## config.mk

```make
export PLATFORM = sky130hd
export DESIGN_NAME = lpf_top
export DESIGN_NICKNAME = d
export VERILOG_FILES = /design/src/inc/lpf_pkg.sv /design/src/rtl/lpf_cycle_timer.sv /design/src/rtl/lpf_top.sv
export SDC_FILE = /design/constraint.sdc
export NUM_CORES = 1
export LEC_CHECK = 0
export BUFFER_PORTS_ARGS = -buffer_cell sky130_fd_sc_hd__buf_2
export CAP_MARGIN = 25
export CORE_UTILIZATION = 30
export CTS_CLUSTER_SIZE = 28
export DETAILED_ROUTE_END_ITERATION = 10
export SLEW_MARGIN = 20
export SYNTH_ARGS = -nofsm -noshare
export SYNTH_HDL_FRONTEND = slang
export SYNTH_SLANG_ARGS = --single-unit
```

## constraint.sdc

```tcl
create_clock -name mclk_i -period 5.55 [get_ports mclk_i]
set_clock_uncertainty 0.1 [all_clocks]
set_input_delay 1.11 -clock mclk_i [delete_from_list [all_inputs] [get_ports mclk_i]]
set_output_delay 1.11 -clock mclk_i [all_outputs]
set_load 0.005 [all_outputs]
```

## src/inc/lpf_pkg.sv

```systemverilog
// Package with register map, field layout and timing constants for this block.
`default_nettype none
package lpf_pkg;
    // Register byte offsets.
    localparam logic [11:0] OFS_PHY_ACCESS = 12'h0ec;
    localparam logic [11:0] OFS_CYCLE_TIME = 12'h0f0;
    localparam logic [11:0] OFS_FILT_SET = 12'h100;
    localparam logic [11:0] OFS_FILT_CLR = 12'h104;
    localparam logic [11:0] OFS_TIMER_CTRL = 12'h110;
    // Field positions of the PHY access register.
    localparam int PA_DONE_BIT = 31;
    localparam int PA_RADDR_LSB = 24;
    localparam int PA_RDATA_LSB = 16;
    localparam int PA_RDREQ_BIT = 15;
    localparam int PA_WRREQ_BIT = 14;
    localparam int PA_TADDR_LSB = 8;
    localparam int PA_WDATA_LSB = 0;
    // Field positions of the timer control register.
    localparam int TC_MASTER_BIT = 0;
    localparam int TC_RUN_BIT = 1;
    localparam int TC_EXT8K_BIT = 2;
    // Reset values.
    localparam logic [31:0] FILT_RESET = 32'h0000_0000;
    localparam logic [31:0] TIME_RESET = 32'h0000_0000;
    localparam logic [3:0] TADDR_RESET = 4'h0;
    localparam logic [7:0] WDATA_RESET = 8'h00;
    localparam logic [2:0] TCTRL_RESET = 3'h0;
    // Timer moduli and filter layout.
    localparam logic [11:0] OFFSET_MAX = 12'hbff;
    localparam logic [12:0] COUNT_MAX = 13'h1f3f;
    localparam int ALL_BUSES_BIT = 31;
    localparam logic [5:0] FILT_NODE_LO = 6'h20;
    localparam logic [5:0] FILT_NODE_HI = 6'h3e;

    typedef struct packed {
        logic [6:0] seconds;
        logic [12:0] count;
        logic [11:0] offset;
    } lpf_cycle_time_t;

    typedef struct packed {
        logic write;
        logic [3:0] addr;
        logic [7:0] data;
    } lpf_phy_req_t;

    typedef struct packed {
        logic [3:0] addr;
        logic [7:0] data;
    } lpf_phy_rx_t;

    typedef struct packed {
        logic [9:0] bus_identifier;
        logic [5:0] local_node_index;
    } lpf_node_id_t;
endpackage : lpf_pkg
`default_nettype wire

```

## src/rtl/lpf_cycle_timer.sv

```systemverilog
// Isochronous cycle timer: offset, cycle number and seconds counters.
`default_nettype none
module lpf_cycle_timer
    import lpf_pkg::*;
(
    // Clock and reset.
    input wire logic mclk_i,
    input wire logic rst_i,
    // Timing events, one cycle pulses.
    input wire logic tick_i,
    input wire logic ext_tick_i,
    // Configuration levels.
    input wire logic run_i,
    input wire logic ext_mode_i,
    // Loads.
    input wire logic sw_wr_i,
    input wire lpf_cycle_time_t sw_data_i,
    input wire logic cs_load_i,
    input wire lpf_cycle_time_t cs_data_i,
    // Results.
    output var lpf_cycle_time_t time_o,
    output logic wrap_o
);
    lpf_cycle_time_t time_r;
    logic adv;
    logic off_wrap;

    assign off_wrap = ext_mode_i ? ext_tick_i : (tick_i && time_r.offset == OFFSET_MAX);
    assign adv = run_i && off_wrap && !sw_wr_i && !cs_load_i;
    assign wrap_o = adv;
    assign time_o = time_r;

    always_ff @(posedge mclk_i or posedge rst_i) begin
        if (rst_i) begin
            time_r <= TIME_RESET;
        end else if (sw_wr_i) begin
            time_r <= sw_data_i;
        end else if (cs_load_i) begin
            time_r <= cs_data_i;
        end else if (adv) begin
            time_r.offset <= 12'h000;
            if (time_r.count == COUNT_MAX) begin
                time_r.count <= 13'h0000;
                time_r.seconds <= time_r.seconds + 7'h01;
            end else begin
                time_r.count <= time_r.count + 13'h0001;
            end
        end else if (run_i && tick_i) begin
            // Between external ticks the offset keeps counting but never wraps on its own.
            if (!ext_mode_i || time_r.offset != OFFSET_MAX) begin
                time_r.offset <= time_r.offset + 12'h001;
            end
        end
    end
endmodule : lpf_cycle_timer
`default_nettype wire

```

## src/rtl/lpf_top.sv

```systemverilog
// Link register bank: PHY register access port, cycle timer and upper node request filter.
//
// Function
// - Setting read or write request clears the read-complete flag.
// - A register transfer from the PHY sets the read-complete flag.
// - The readback address holds the address of the latest PHY transfer.
// - The readback value holds the eight data bits from the PHY.
// - Software starts a read; hardware clears the read request once sent.
// - Software starts a write; hardware clears the write request once sent.
// - A four-bit writable target address, reset zero, selects the PHY register.
// - Eight-bit write value, reset zero, goes out on writes, ignored on reads.
// - Reserved bits of the PHY access register read as zero.
// - As cycle master the timer value is the cycle start payload.
// - When not master, incoming cycle starts load the timer.
// - Without cycle starts the timer may keep counting when enabled.
// - Offset counts cycle clock ticks modulo 3072.
// - Offset wraps advance the cycle number modulo 8000.
// - Cycle number wraps advance seconds modulo 128; all fields writable.
// - In external 8 kHz mode each external tick clears the offset.
// - Filtered-context requests from disabled source nodes are neither acked nor queued.
// - Per-node comparison applies only to sources on the local bus.
// - Nonlocal requests are refused unless the all-buses bit is set.
// - Filter has set and clear addresses, ones act, resets to zero.
// - Filter bits 30 to 0 enable local nodes 62 to 32.
// - Node identity is a 10-bit bus number over a 6-bit node number.
`default_nettype none
module lpf_top
    import lpf_pkg::*;
(
    // Clock and reset.
    input wire logic mclk_i,
    input wire logic rst_i,
    // Register port.
    input wire logic [11:0] reg_addr_i,
    input wire logic [31:0] reg_wdata_i,
    input wire logic reg_wr_i,
    input wire logic reg_rd_i,
    output logic [31:0] reg_rdata_o,
    // PHY register request and register transfer.
    output logic phy_req_valid_o,
    output var lpf_phy_req_t phy_req_o,
    input wire logic phy_req_ready_i,
    input wire logic phy_rx_valid_i,
    input wire lpf_phy_rx_t phy_rx_i,
    // Cycle clock pins.
    input wire logic cyc_clk_i,
    input wire logic ext_8k_i,
    // Cycle start messages.
    input wire logic cs_rx_valid_i,
    input wire lpf_cycle_time_t cs_rx_data_i,
    output logic cs_tx_valid_o,
    output var lpf_cycle_time_t cs_tx_data_o,
    // Asynchronous request check.
    input wire logic chk_valid_i,
    input wire logic chk_filtered_ctx_i,
    input wire lpf_node_id_t chk_src_i,
    input wire logic [9:0] local_bus_i,
    output logic chk_done_o,
    output logic chk_accept_o,
    output logic chk_low_node_o
);
    // PHY access state.
    logic phy_read_complete_r;
    logic [3:0] phy_readback_address_r;
    logic [7:0] phy_readback_value_r;
    logic phy_read_request_r;
    logic phy_write_request_r;
    logic [3:0] phy_target_address_r;
    logic [7:0] phy_write_value_r;
    // Filter and timer control.
    logic [31:0] filt_r;
    logic [2:0] tctrl_r;
    // Register port.
    logic [31:0] rdata_r;
    logic [31:0] rdata_nxt;
    logic pa_wr;
    logic ct_wr;
    logic fs_wr;
    logic fc_wr;
    logic tc_wr;
    logic req_sent;
    logic [31:0] phy_access_word;
    // Pin synchronisers.
    logic cyc_s1_r;
    logic cyc_s2_r;
    logic cyc_s3_r;
    logic e8k_s1_r;
    logic e8k_s2_r;
    logic e8k_s3_r;
    logic cyc_tick;
    logic e8k_tick;
    // Timer.
    lpf_cycle_time_t time_cur;
    logic time_wrap;
    logic cs_tx_valid_r;
    // Filter decision.
    logic chk_local;
    logic chk_in_upper;
    logic [4:0] chk_bit;
    logic chk_accept_nxt;
    logic chk_done_r;
    logic chk_accept_r;
    logic chk_low_r;

    // Address decode.
    always_comb begin
        pa_wr = 1'b0;
        ct_wr = 1'b0;
        fs_wr = 1'b0;
        fc_wr = 1'b0;
        tc_wr = 1'b0;
        if (reg_wr_i && reg_addr_i == OFS_PHY_ACCESS) begin
            pa_wr = 1'b1;
        end else if (reg_wr_i && reg_addr_i == OFS_CYCLE_TIME) begin
            ct_wr = 1'b1;
        end else if (reg_wr_i && reg_addr_i == OFS_FILT_SET) begin
            fs_wr = 1'b1;
        end else if (reg_wr_i && reg_addr_i == OFS_FILT_CLR) begin
            fc_wr = 1'b1;
        end else if (reg_wr_i && reg_addr_i == OFS_TIMER_CTRL) begin
            tc_wr = 1'b1;
        end
    end

    // Reserved fields are hard zeros in the assembled word.
    always_comb begin
        phy_access_word = 32'h0000_0000;
        phy_access_word[PA_DONE_BIT] = phy_read_complete_r;
        phy_access_word[PA_RADDR_LSB +: 4] = phy_readback_address_r;
        phy_access_word[PA_RDATA_LSB +: 8] = phy_readback_value_r;
        phy_access_word[PA_RDREQ_BIT] = phy_read_request_r;
        phy_access_word[PA_WRREQ_BIT] = phy_write_request_r;
        phy_access_word[PA_TADDR_LSB +: 4] = phy_target_address_r;
        phy_access_word[PA_WDATA_LSB +: 8] = phy_write_value_r;
    end

    always_comb begin
        rdata_nxt = 32'h0000_0000;
        if (reg_addr_i == OFS_PHY_ACCESS) begin
            rdata_nxt = phy_access_word;
        end else if (reg_addr_i == OFS_CYCLE_TIME) begin
            rdata_nxt = time_cur;
        end else if (reg_addr_i == OFS_FILT_SET || reg_addr_i == OFS_FILT_CLR) begin
            rdata_nxt = filt_r;
        end else if (reg_addr_i == OFS_TIMER_CTRL) begin
            rdata_nxt = {29'h0000_0000, tctrl_r};
        end
    end

    // Read data stand only in the cycle after the strobe; otherwise the port shows zero.
    always_ff @(posedge mclk_i or posedge rst_i) begin
        if (rst_i) begin
            rdata_r <= 32'h0000_0000;
        end else if (reg_rd_i) begin
            rdata_r <= rdata_nxt;
        end else begin
            rdata_r <= 32'h0000_0000;
        end
    end
    assign reg_rdata_o = rdata_r;

    // PHY request handshake; the request flops hold until the PHY side takes it.
    assign req_sent = phy_req_valid_o && phy_req_ready_i;
    assign phy_req_valid_o = phy_read_request_r || phy_write_request_r;
    // A read wins if software breaks the one-request-at-a-time contract.
    assign phy_req_o.write = phy_write_request_r && !phy_read_request_r;
    assign phy_req_o.addr = phy_target_address_r;
    assign phy_req_o.data = phy_req_o.write ? phy_write_value_r : 8'h00;

    always_ff @(posedge mclk_i or posedge rst_i) begin
        if (rst_i) begin
            phy_target_address_r <= TADDR_RESET;
            phy_write_value_r <= WDATA_RESET;
        end else if (pa_wr) begin
            phy_target_address_r <= reg_wdata_i[PA_TADDR_LSB +: 4];
            phy_write_value_r <= reg_wdata_i[PA_WDATA_LSB +: 8];
        end
    end

    // A software write in the same cycle as the send starts a new request and wins.
    always_ff @(posedge mclk_i or posedge rst_i) begin
        if (rst_i) begin
            phy_read_request_r <= 1'b0;
            phy_write_request_r <= 1'b0;
        end else if (pa_wr) begin
            phy_read_request_r <= reg_wdata_i[PA_RDREQ_BIT];
            phy_write_request_r <= reg_wdata_i[PA_WRREQ_BIT];
        end else if (req_sent) begin
            phy_read_request_r <= 1'b0;
            phy_write_request_r <= 1'b0;
        end
    end

    // The arriving transfer wins over the clear so that no completion is lost.
    always_ff @(posedge mclk_i or posedge rst_i) begin
        if (rst_i) begin
            phy_read_complete_r <= 1'b0;
        end else if (phy_rx_valid_i) begin
            phy_read_complete_r <= 1'b1;
        end else if (pa_wr && (reg_wdata_i[PA_RDREQ_BIT] || reg_wdata_i[PA_WRREQ_BIT])) begin
            phy_read_complete_r <= 1'b0;
        end
    end

    always_ff @(posedge mclk_i or posedge rst_i) begin
        if (rst_i) begin
            phy_readback_address_r <= 4'h0;
            phy_readback_value_r <= 8'h00;
        end else if (phy_rx_valid_i) begin
            phy_readback_address_r <= phy_rx_i.addr;
            phy_readback_value_r <= phy_rx_i.data;
        end
    end

    // Upper node filter: ones written at the set address set, at the clear address clear.
    always_ff @(posedge mclk_i or posedge rst_i) begin
        if (rst_i) begin
            filt_r <= FILT_RESET;
        end else if (fs_wr) begin
            filt_r <= filt_r | reg_wdata_i;
        end else if (fc_wr) begin
            filt_r <= filt_r & ~reg_wdata_i;
        end
    end

    always_ff @(posedge mclk_i or posedge rst_i) begin
        if (rst_i) begin
            tctrl_r <= TCTRL_RESET;
        end else if (tc_wr) begin
            tctrl_r <= reg_wdata_i[2:0];
        end
    end

    // Cycle clock and 8 kHz pins are asynchronous; only the second and third stages feed edge logic.
    always_ff @(posedge mclk_i or posedge rst_i) begin
        if (rst_i) begin
            cyc_s1_r <= 1'b0;
            cyc_s2_r <= 1'b0;
            cyc_s3_r <= 1'b0;
            e8k_s1_r <= 1'b0;
            e8k_s2_r <= 1'b0;
            e8k_s3_r <= 1'b0;
        end else begin
            cyc_s1_r <= cyc_clk_i;
            cyc_s2_r <= cyc_s1_r;
            cyc_s3_r <= cyc_s2_r;
            e8k_s1_r <= ext_8k_i;
            e8k_s2_r <= e8k_s1_r;
            e8k_s3_r <= e8k_s2_r;
        end
    end
    assign cyc_tick = cyc_s2_r && !cyc_s3_r;
    assign e8k_tick = e8k_s2_r && !e8k_s3_r;

    lpf_cycle_timer u_timer (
        .mclk_i(mclk_i),
        .rst_i(rst_i),
        .tick_i(cyc_tick),
        .ext_tick_i(e8k_tick),
        .run_i(tctrl_r[TC_RUN_BIT]),
        .ext_mode_i(tctrl_r[TC_EXT8K_BIT]),
        .sw_wr_i(ct_wr),
        .sw_data_i(reg_wdata_i),
        .cs_load_i(cs_rx_valid_i && !tctrl_r[TC_MASTER_BIT]),
        .cs_data_i(cs_rx_data_i),
        .time_o(time_cur),
        .wrap_o(time_wrap)
    );

    // The pulse follows the wrap, so the payload already shows the new cycle at offset zero.
    always_ff @(posedge mclk_i or posedge rst_i) begin
        if (rst_i) begin
            cs_tx_valid_r <= 1'b0;
        end else begin
            cs_tx_valid_r <= time_wrap && tctrl_r[TC_MASTER_BIT];
        end
    end
    assign cs_tx_valid_o = cs_tx_valid_r;
    assign cs_tx_data_o = time_cur;

    // Request filter decision, one cycle after the check strobe.
    assign chk_local = chk_src_i.bus_identifier == local_bus_i;
    assign chk_in_upper = chk_src_i.local_node_index >= FILT_NODE_LO &&
                          chk_src_i.local_node_index <= FILT_NODE_HI;
    assign chk_bit = chk_src_i.local_node_index[4:0];

    always_comb begin
        if (!chk_filtered_ctx_i) begin
            chk_accept_nxt = 1'b1;
        end else if (!chk_local) begin
            chk_accept_nxt = filt_r[ALL_BUSES_BIT];
        end else if (chk_in_upper) begin
            chk_accept_nxt = filt_r[chk_bit];
        end else begin
            chk_accept_nxt = 1'b0;
        end
    end

    always_ff @(posedge mclk_i or posedge rst_i) begin
        if (rst_i) begin
            chk_done_r <= 1'b0;
            chk_accept_r <= 1'b0;
            chk_low_r <= 1'b0;
        end else begin
            chk_done_r <= chk_valid_i;
            chk_accept_r <= chk_valid_i && chk_accept_nxt;
            chk_low_r <= chk_valid_i && chk_filtered_ctx_i && chk_local &&
                         chk_src_i.local_node_index < FILT_NODE_LO;
        end
    end
    assign chk_done_o = chk_done_r;
    assign chk_accept_o = chk_accept_r;
    assign chk_low_node_o = chk_low_r;
endmodule : lpf_top
`default_nettype wire
```

Yosys cells after proc, flatten, opt, wreduce, memory -nomap -nowiden
Cells that the tools add are included.
{"block": "totals", "regBits": 136, "out_inout_bits": 82}
{"block": "op_classes", "addsub": 3, "n_lt_le_gt_ge": 4, "eq_ne": 9, "mux": 42, "bitwise": 3, "reduce_logical": 42}
{"operator": "$mux 32", "count": 8}
{"operator": "$eq 12x9->1 const B", "count": 3}
{"operator": "$mux 12", "count": 3}
{"operator": "$and 32x32->32", "count": 1}
{"operator": "$not 32->32", "count": 1}
{"operator": "$or 32x32->32", "count": 1}
{"operator": "$mux 1", "count": 25}
{"operator": "$eq 12x8->1 const B", "count": 2}
{"operator": "$logic_and 1x1->1", "count": 22}
{"operator": "$mux 20", "count": 1}
{"operator": "$add 13x1->13 const B", "count": 1}
{"operator": "$eq 13x13->1 const B", "count": 1}
{"operator": "$mux 13", "count": 1}
{"operator": "$add 12x1->12 const B", "count": 1}
{"operator": "$eq 12x12->1 const B", "count": 1}
{"operator": "$ne 12x12->1 const B", "count": 1}
{"operator": "$eq 10x10->1", "count": 1}
{"operator": "$mux 8", "count": 1}
{"operator": "$reduce_bool 4->1", "count": 2}
{"operator": "$add 7x1->7 const B", "count": 1}
{"operator": "$logic_not 1->1", "count": 7}
{"operator": "$mux 7", "count": 1}
{"operator": "$ge 6x6->1 const B", "count": 1}
{"operator": "$le 6x6->1 const B", "count": 1}
{"operator": "other kinds (8)", "count": 15}

Depth between registers and ports, before layout
Gate-level depths: netlist (run 1).
{"block": "depth", "word_depth": 10, "depth_mapped": 8, "ltp_nobuf": 6}

Modules after synthesis
Synthesis (run 1) repeated with hierarchy kept, for this count alone.
{"block": "unflattened", "hier_cells": 706, "hier_area_um2": 7367.1}
{"mod": "lpf_top", "instances": 1, "cells_per_inst": 412, "area_each_um2": 4967.3, "seq_area_each_um2": 2602.5}
{"mod": "lpf_cycle_timer", "instances": 1, "cells_per_inst": 294, "area_each_um2": 2399.8, "seq_area_each_um2": 800.8}

Worst setup path after synthesis (run 1)
No wires, ideal clock.
{"block": "synth_timing", "path_kind": "input -> register", "from": "input port chk_src_i[0] (netlist name)", "to": "register chk_accept_r (netlist: chk_accept_o)", "setup_time_ns": 0.129, "t_arrival_ns": 2.562, "required_ns": 5.321, "slack_ns": 2.759, "stages": 5, "n_path_buf": 1, "cell_sequence": "buf_2 -> mux4_2 -> or4b_2 -> nand3_1 -> o41ai_1"}
{"block": "synth_via", "elab_chain_cells": 6, "word_cells_on_any_way": 9, "classes_between": "2 x order compare; 5 x mux; 2 x reduce/logical"}
{"element": "start, declared", "line": "lpf_top.sv:56", "text": "input wire lpf_node_id_t chk_src_i,"}
{"element": "$bmux 1 s5 (tied with other cells)", "line": "lpf_top.sv:293", "text": "chk_accept_nxt = filt_r[chk_bit];"}
{"element": "$mux 1 (implied by the code) / $logic_and 1x1->1 (equally long branches)", "line": "lpf_top.sv:293, lpf_top.sv:283"}
{"element": "$mux 1 (*)", "line": "lpf_top.sv:292", "text": "end else if (chk_in_upper) begin"}
{"element": "$mux 1 (*)", "line": "lpf_top.sv:290", "text": "end else if (!chk_local) begin"}
{"element": "$mux 1 (*)", "line": "lpf_top.sv:288", "text": "if (!chk_filtered_ctx_i) begin"}
{"element": "$logic_and 1x1->1 (*)", "line": "lpf_top.sv:306", "text": "chk_accept_r <= chk_valid_i && chk_accept_nxt;"}
{"element": "end signal, assigned", "line": "lpf_top.sv:306"}
{"element": "end, declared", "line": "lpf_top.sv:102", "text": "logic chk_accept_r;"}
Every way passes the cells marked *; elsewhere a longest branch is shown, timed or not. The select of a mux whose other input is x is not followed.
A chain may end at the register's enable or synchronous reset.

==> results.toml, run 1 <==
[pwr]
cellPowerDensity_nw_per_um2 = 277
p_leak_nw = 4.19
peakVddDrop_mv = 0.155

[logic_synthesis]
synth_area_um2 = 7210
netlist_top_cells_area = "dfrtp_1, mux2_2, nand2_1, a22o_1, a222oi_1"
syn_avg_cell_area_um2 = 10.2
yosysSeqAreaShare_pct = 47.2
synth_edf_count = 0
synthTopCellsByCount = "dfrtp_1, nand2_1, nor2_1, a22o_1, a21oi_1"
synth_warnings = 0
yosysTopAreaCell = "dfrtp_1"
synth_nets = 836
synth.distinct_cells = 72
synth_flop_cell = "dfrtp_1"
ys_async_sr_fraction_pct = 100
ys_ff_latch = 136
yosysMostFrequentCell = "dfrtp_1"
syn_inst = 708
yosysTopAreaCellShare_pct = 47.2

[routing]
drt-pass1-iter-count = 9
wire_per_inst_um = 20.8
wl_mm = 25.6
drt_iter0_drc = 681
antenna_left = 0
remaining_drc_errors = 0
vias = 6712
via_per_inst = 5.46

[cts]
cts-root-buf = "clkbuf_16"
numCtsBuffers = 17
cts_num_sinks = 136
htreeDepth = 4
path_clk_slew_ps = 50
postCtsSetupBuffers = 0
cts_resized = 0
clk_path_buf_depth = 2
cts_tree = "yes"
hold_buffers = 0
clock_latency_ps = 430

[critical_path]
worstSetupPathType = "input port to register"
critPathSlowestCell = "and4b_1"
start_kind = "input port"
path_common_cell = "buf_4"
crit_buf_inv = 3
cp.arrival_ps = 3700
crit_family = "simple AND/OR/NAND/NOR gates"
cp_cell_sequence = "buf_2, nor4b_1, and4b_1, buf_4, nand2_1, nor3_4, buf_4, a22o_1"
critPathRequiredTime_ps = 5810
cp_max_fo = 32
end_kind = "register"
cpPeakStageDelay_ps = 710

[sta]
final_hold_viol_count = 0
maxSlewViolCount = 0
min_period_over_period_pct = 61.9
timing.fmax_mhz = 291
fin_setup_tns_ps = 0
rsz0062_at_grt = "false"
finalSetupViolCount = 0
period_needed_ps = 3440
worst_pin_slew_ps = 978
max_slew_margin_pct = 34.6

[floorplanning]
initial_core_util_pct = 30.6
ioPinCount = 207
num_rows = 56
die_w_um = 157
die_area_um2 = 24700
core_area_um2 = 23500
die_h_um = 157

[placement]
place_area_um2 = 8510
gp_congestion = 0.892
numPortBuffers = 206
placed_cells = 1194
post-dp-hpwl_mm = 18.0

[run_status]
status = "completed"

[layout]
multi_input_area_um2 = 3570
fillers = 2377
syn_to_final_growth_pct = 26.9
register_area_um2 = 3400
nets = 1024
instances_no_fill = 1229
design_area_um2 = 9150
drive_gt1_share_pct = 32.8
post-route-util_pct = 38.9

[job]
cap_viol_max_count = 0

[worst_hold_path]
hp-class = "register to register"

[grt]
grt_overflow = 0
grt_use_total_pct = 21.1
antenna_found_initial = 2
grt_max_degree = 100
grt_pass1_wl_mm = 38.7
grt_pass1_vias = 6510
-- power breakdown --
part	leakage [nW]	internal (mW)	switching, mW
combinational	2.11	0.124	0.146
sequential	1.79	1.03	0.0666
clock	0.284	0.728	0.437
-- layout by cell type, fill, tap and decap left out, types with 7 or more instances in the layout --
| cell | netlist | layout |
|---|---|---|
| buf_2 | 18 | 206 |
| dfrtp_1 | 136 | 136 |
| nand2_1 | 80 | 80 |
| nor2_1 | 39 | 38 |
| a22o_1 | 32 | 32 |
| a21oi_1 | 28 | 28 |
| mux2_2 | 27 | 27 |
| o21ai_0 | 27 | 27 |
| nor2b_1 | 26 | 25 |
| nand3_1 | 24 | 24 |
| a222oi_1 | 23 | 23 |
| clkbuf_16 | 0 | 17 |
| xor2_1 | 16 | 16 |
| nor3_1 | 14 | 14 |
| and2_1 | 12 | 12 |
| and3_1 | 11 | 11 |
| a31oi_1 | 10 | 10 |
| a221oi_1 | 10 | 10 |
| nor4_1 | 9 | 9 |
| inv_1 | 10 | 9 |
| o31ai_1 | 9 | 9 |
| buf_4 | 2 | 9 |
| nand4_1 | 8 | 8 |
| a22oi_1 | 8 | 8 |
| mux4_2 | 8 | 8 |
| nand3b_1 | 7 | 7 |
-- per-stage QoR --
stage / hold slack, ps / setup slack [ps] / total power [mW]
6_report: 250 / 2110 / 2.53
5_1_grt: 258 / 1950 / 2.63
4_1_cts: 251 / 2110 / 2.55
3_5_place_dp: 238 / 1690 / 1.38
3_3_place_gp: 234 / 1750 / 1.38
2_1_floorplan: 231 / 701 / 1.23
-- metal layers --
metal / up-vias / wire length, um / global-route usage (%)
li1: 3079 / - / -
met1: 3304 / 11900 / 29.7
met2: 296 / 11500 / 32.2
met3: 31 / 1840 / 4.57
met4: 2 / 323 / 6.70
met5: - / 13 / 0
-- cells by family after synthesis --
kind of cell / count (synthesis) / share of synthesized area (%)
AOI/OAI and AO/OA: 190 / 20.0
xor gates and xnor gates: 22 / 2.67
adders and majority gates: 3 / 0.521
buffers and inverters: 58 / 3.44
DFF: 136 / 47.2
muxes: 38 / 7.13
and+or+nand+nor: 261 / 19.1
-- final timing paths --
check / startpoint / to / slack (ps) / depth (start not counted)
worst max-delay path: reg_addr_i[5] / register / 2110 / 8
worst min-delay path: e8k_s1_r$_DFF_PP0_ / e8k_s2_r$_DFF_PP0_ / 250 / 0
worst max register to register: u_timer.time_o[0]$_DFFE_PP0P_ / u_timer.time_o[4]$_DFFE_PP0P_ / 2880 / 6
worst min register to register: e8k_s1_r$_DFF_PP0_ / e8k_s2_r$_DFF_PP0_ / 250 / 0
max in group asynchronous: rst_i / async pin / 3580 / 4
min in group asynchronous: rst_i / phy_write_value_r[5]$_DFFE_PP0P_ / 580 / 2
-- final cells by class --
| cell class | count | share of cell area [%] |
|---|---|---|
| Multi-Input combinational cell | 514 | 39.0 |
| Clock buffer | 24 | 5.15 |
| Inverter | 10 | 0.465 |
| Sequential cell | 136 | 37.2 |
| Antenna cell | 1 | 0.0273 |
| Timing Repair Buffer | 217 | 12.5 |
| Tap cell | 319 | 4.36 |
| Clock inverter | 8 | 1.31 |
Note: power is estimated with default switching activity, not from simulation.
==> run 2, diff against run 1 <==
clock period = 3 ns   (was 5.55 ns; I/O delays follow)
==> results.toml, run 2 (synthesized netlist as in run 1, its figures left out) <==
[pwr]
peakVddDrop_mv = 0.327
p_leak_nw = 4.32
cellPowerDensity_nw_per_um2 = 546

[critical_path]
cp_cell_sequence = "ha_1, nand3_1, nor4_4, nor2_2, or4_1, nand3_1"
cp.arrival_ps = 2830
critPathRequiredTime_ps = 3250
critPathSlowestCell = "or4_1"
crit_buf_inv = 0
end_kind = "register"
cpPeakStageDelay_ps = 540
worstSetupPathType = "register to register"
path_common_cell = "nand3_1"
cp_max_fo = 17
start_kind = "register"
crit_family = "simple AND/OR/NAND/NOR gates"

[sta]
fin_setup_tns_ps = 0
finalSetupViolCount = 0
maxSlewViolCount = 0
period_needed_ps = 2580
max_slew_margin_pct = 40.5
min_period_over_period_pct = 85.9
final_hold_viol_count = 0
timing.fmax_mhz = 388
timing.hold.ws_ps = 153
worst_pin_slew_ps = 889
rsz0062_at_grt = "false"

[routing]
drt-pass1-iter-count = 7
dr_wl_met3_mm = 1.80
met1Wirelength_mm = 12.0
wire_per_inst_um = 20.9
drt_iter0_drc = 607
via_per_inst = 5.48
vias = 6808
wl_mm = 26.0
routed.top_layer = "met5"
wl_met2_mm = 11.6
antenna_left = 0
remaining_drc_errors = 0

[cts]
cts_tree = "yes"
clock_latency_ps = 420
cts_resized = 0
postCtsSetupBuffers = 0
cts_num_sinks = 136
path_clk_slew_ps = 60
hold_buffers = 0
numCtsBuffers = 17
htreeDepth = 4
cts-root-buf = "clkbuf_16"
clk_path_buf_depth = 2

[layout]
layout_commonest_cell = "buf_2"
drive_gt1_share_pct = 34.2
final_cell_mix = "buf_2, dfrtp_1, nand2_1"
syn_to_final_growth_pct = 30.2
nets = 1036
fillers = 2375

[placement]
numPortBuffers = 206
gp_congestion = 0.892
post-dp-hpwl_mm = 18.9

[grt]
grt_use_total_pct = 21.5
grt_overflow = 0
grt_max_degree = 52
antenna_found_initial = 4
grt_pass1_vias = 6602
grt_pass1_wl_mm = 39.5

[floorplanning]
die_w_um = 157
initial_core_util_pct = 30.6
die_h_um = 157
num_rows = 56
core_area_um2 = 23500
die_area_um2 = 24700
ioPinCount = 207

[worst_hold_path]
hp-class = "input port to async pin"

[run_status]
status = "completed"

[job]
cap_viol_max_count = 0
## run 2: cell count changes in the layout (fill, tap and decap cells not counted), moves of 3 or more
cell,change
buf_4,+11
clkbuf_1,-5
bufinv_16,+5
buf_12,+3
## run 2: final timing paths
check / startpoint / to / slack, ps / depth (start not counted)
worst min-delay path: rst_i / phy_target_address_r[3]$_DFFE_PP0P_ / 150 / 2
worst max-delay path: u_timer.time_o[13]$_DFFE_PP0P_ / u_timer.time_o[26]$_DFFE_PP0P_ / 420 / 6
max in group asynchronous: rst_i / reg_rdata_o[6]$_DFF_PP0_ / 1960 / 3
min in group mclk_i: cyc_clk_i / cyc_s1_r$_DFF_PP0_ / 190 / 1
worst max register to register: u_timer.time_o[13]$_DFFE_PP0P_ / u_timer.time_o[26]$_DFFE_PP0P_ / 420 / 6
worst min register to register: e8k_s1_r$_DFF_PP0_ / e8k_s2_r$_DFF_PP0_ / 250 / 0
## run 2: routing by layer
metal  vias to the layer above  global-route usage [%]
li1                       3097                       -
met1                      3368                    30.0
met2                       300                    32.5
met3                        39                    5.40
met4                         4                    6.98
met5                         -                       0
## run 2: final cells by class
class / count / area, um^2 / share of cell area, %
multi-input cells: 514 / 3570 / 38.0
flip-flops and latches: 136 / 3400 / 36.3
repair buffers: 229 / 1240 / 13.2
clock buffers: 19 / 453 / 4.83
well taps: 319 / 399 / 4.25
clock inverters: 13 / 272 / 2.89
inverters: 10 / 41.3 / 0.440
diodes: 2 / 5.00 / 0.0533
## run 2: power breakdown
part | internal [mW] | leakage (nW) | switching, mW
combinational | 0.239 | 2.17 | 0.278
sequential | 1.91 | 1.79 | 0.121
clock | 1.77 | 0.353 | 0.813
total | 3.91 | 4.32 | 1.21
## run 2: stage by stage
stage / std cells / area [um^2] / total power, mW / worst slack, ps / utilization (%)
final: 1242 / 9390 / 5.13 / 422 / 39.9
after global placement: 1208 / 8660 / 2.57 / 340 / 36.8
after CTS: 1240 / 9380 / 5.16 / 449 / 39.8
after global routing: 1240 / 9380 / 5.31 / 223 / 39.8
after floorplan: 708 / 7210 / 2.28 / 607 / -
after detailed placement: 1208 / 8660 / 2.58 / 266 / 36.8
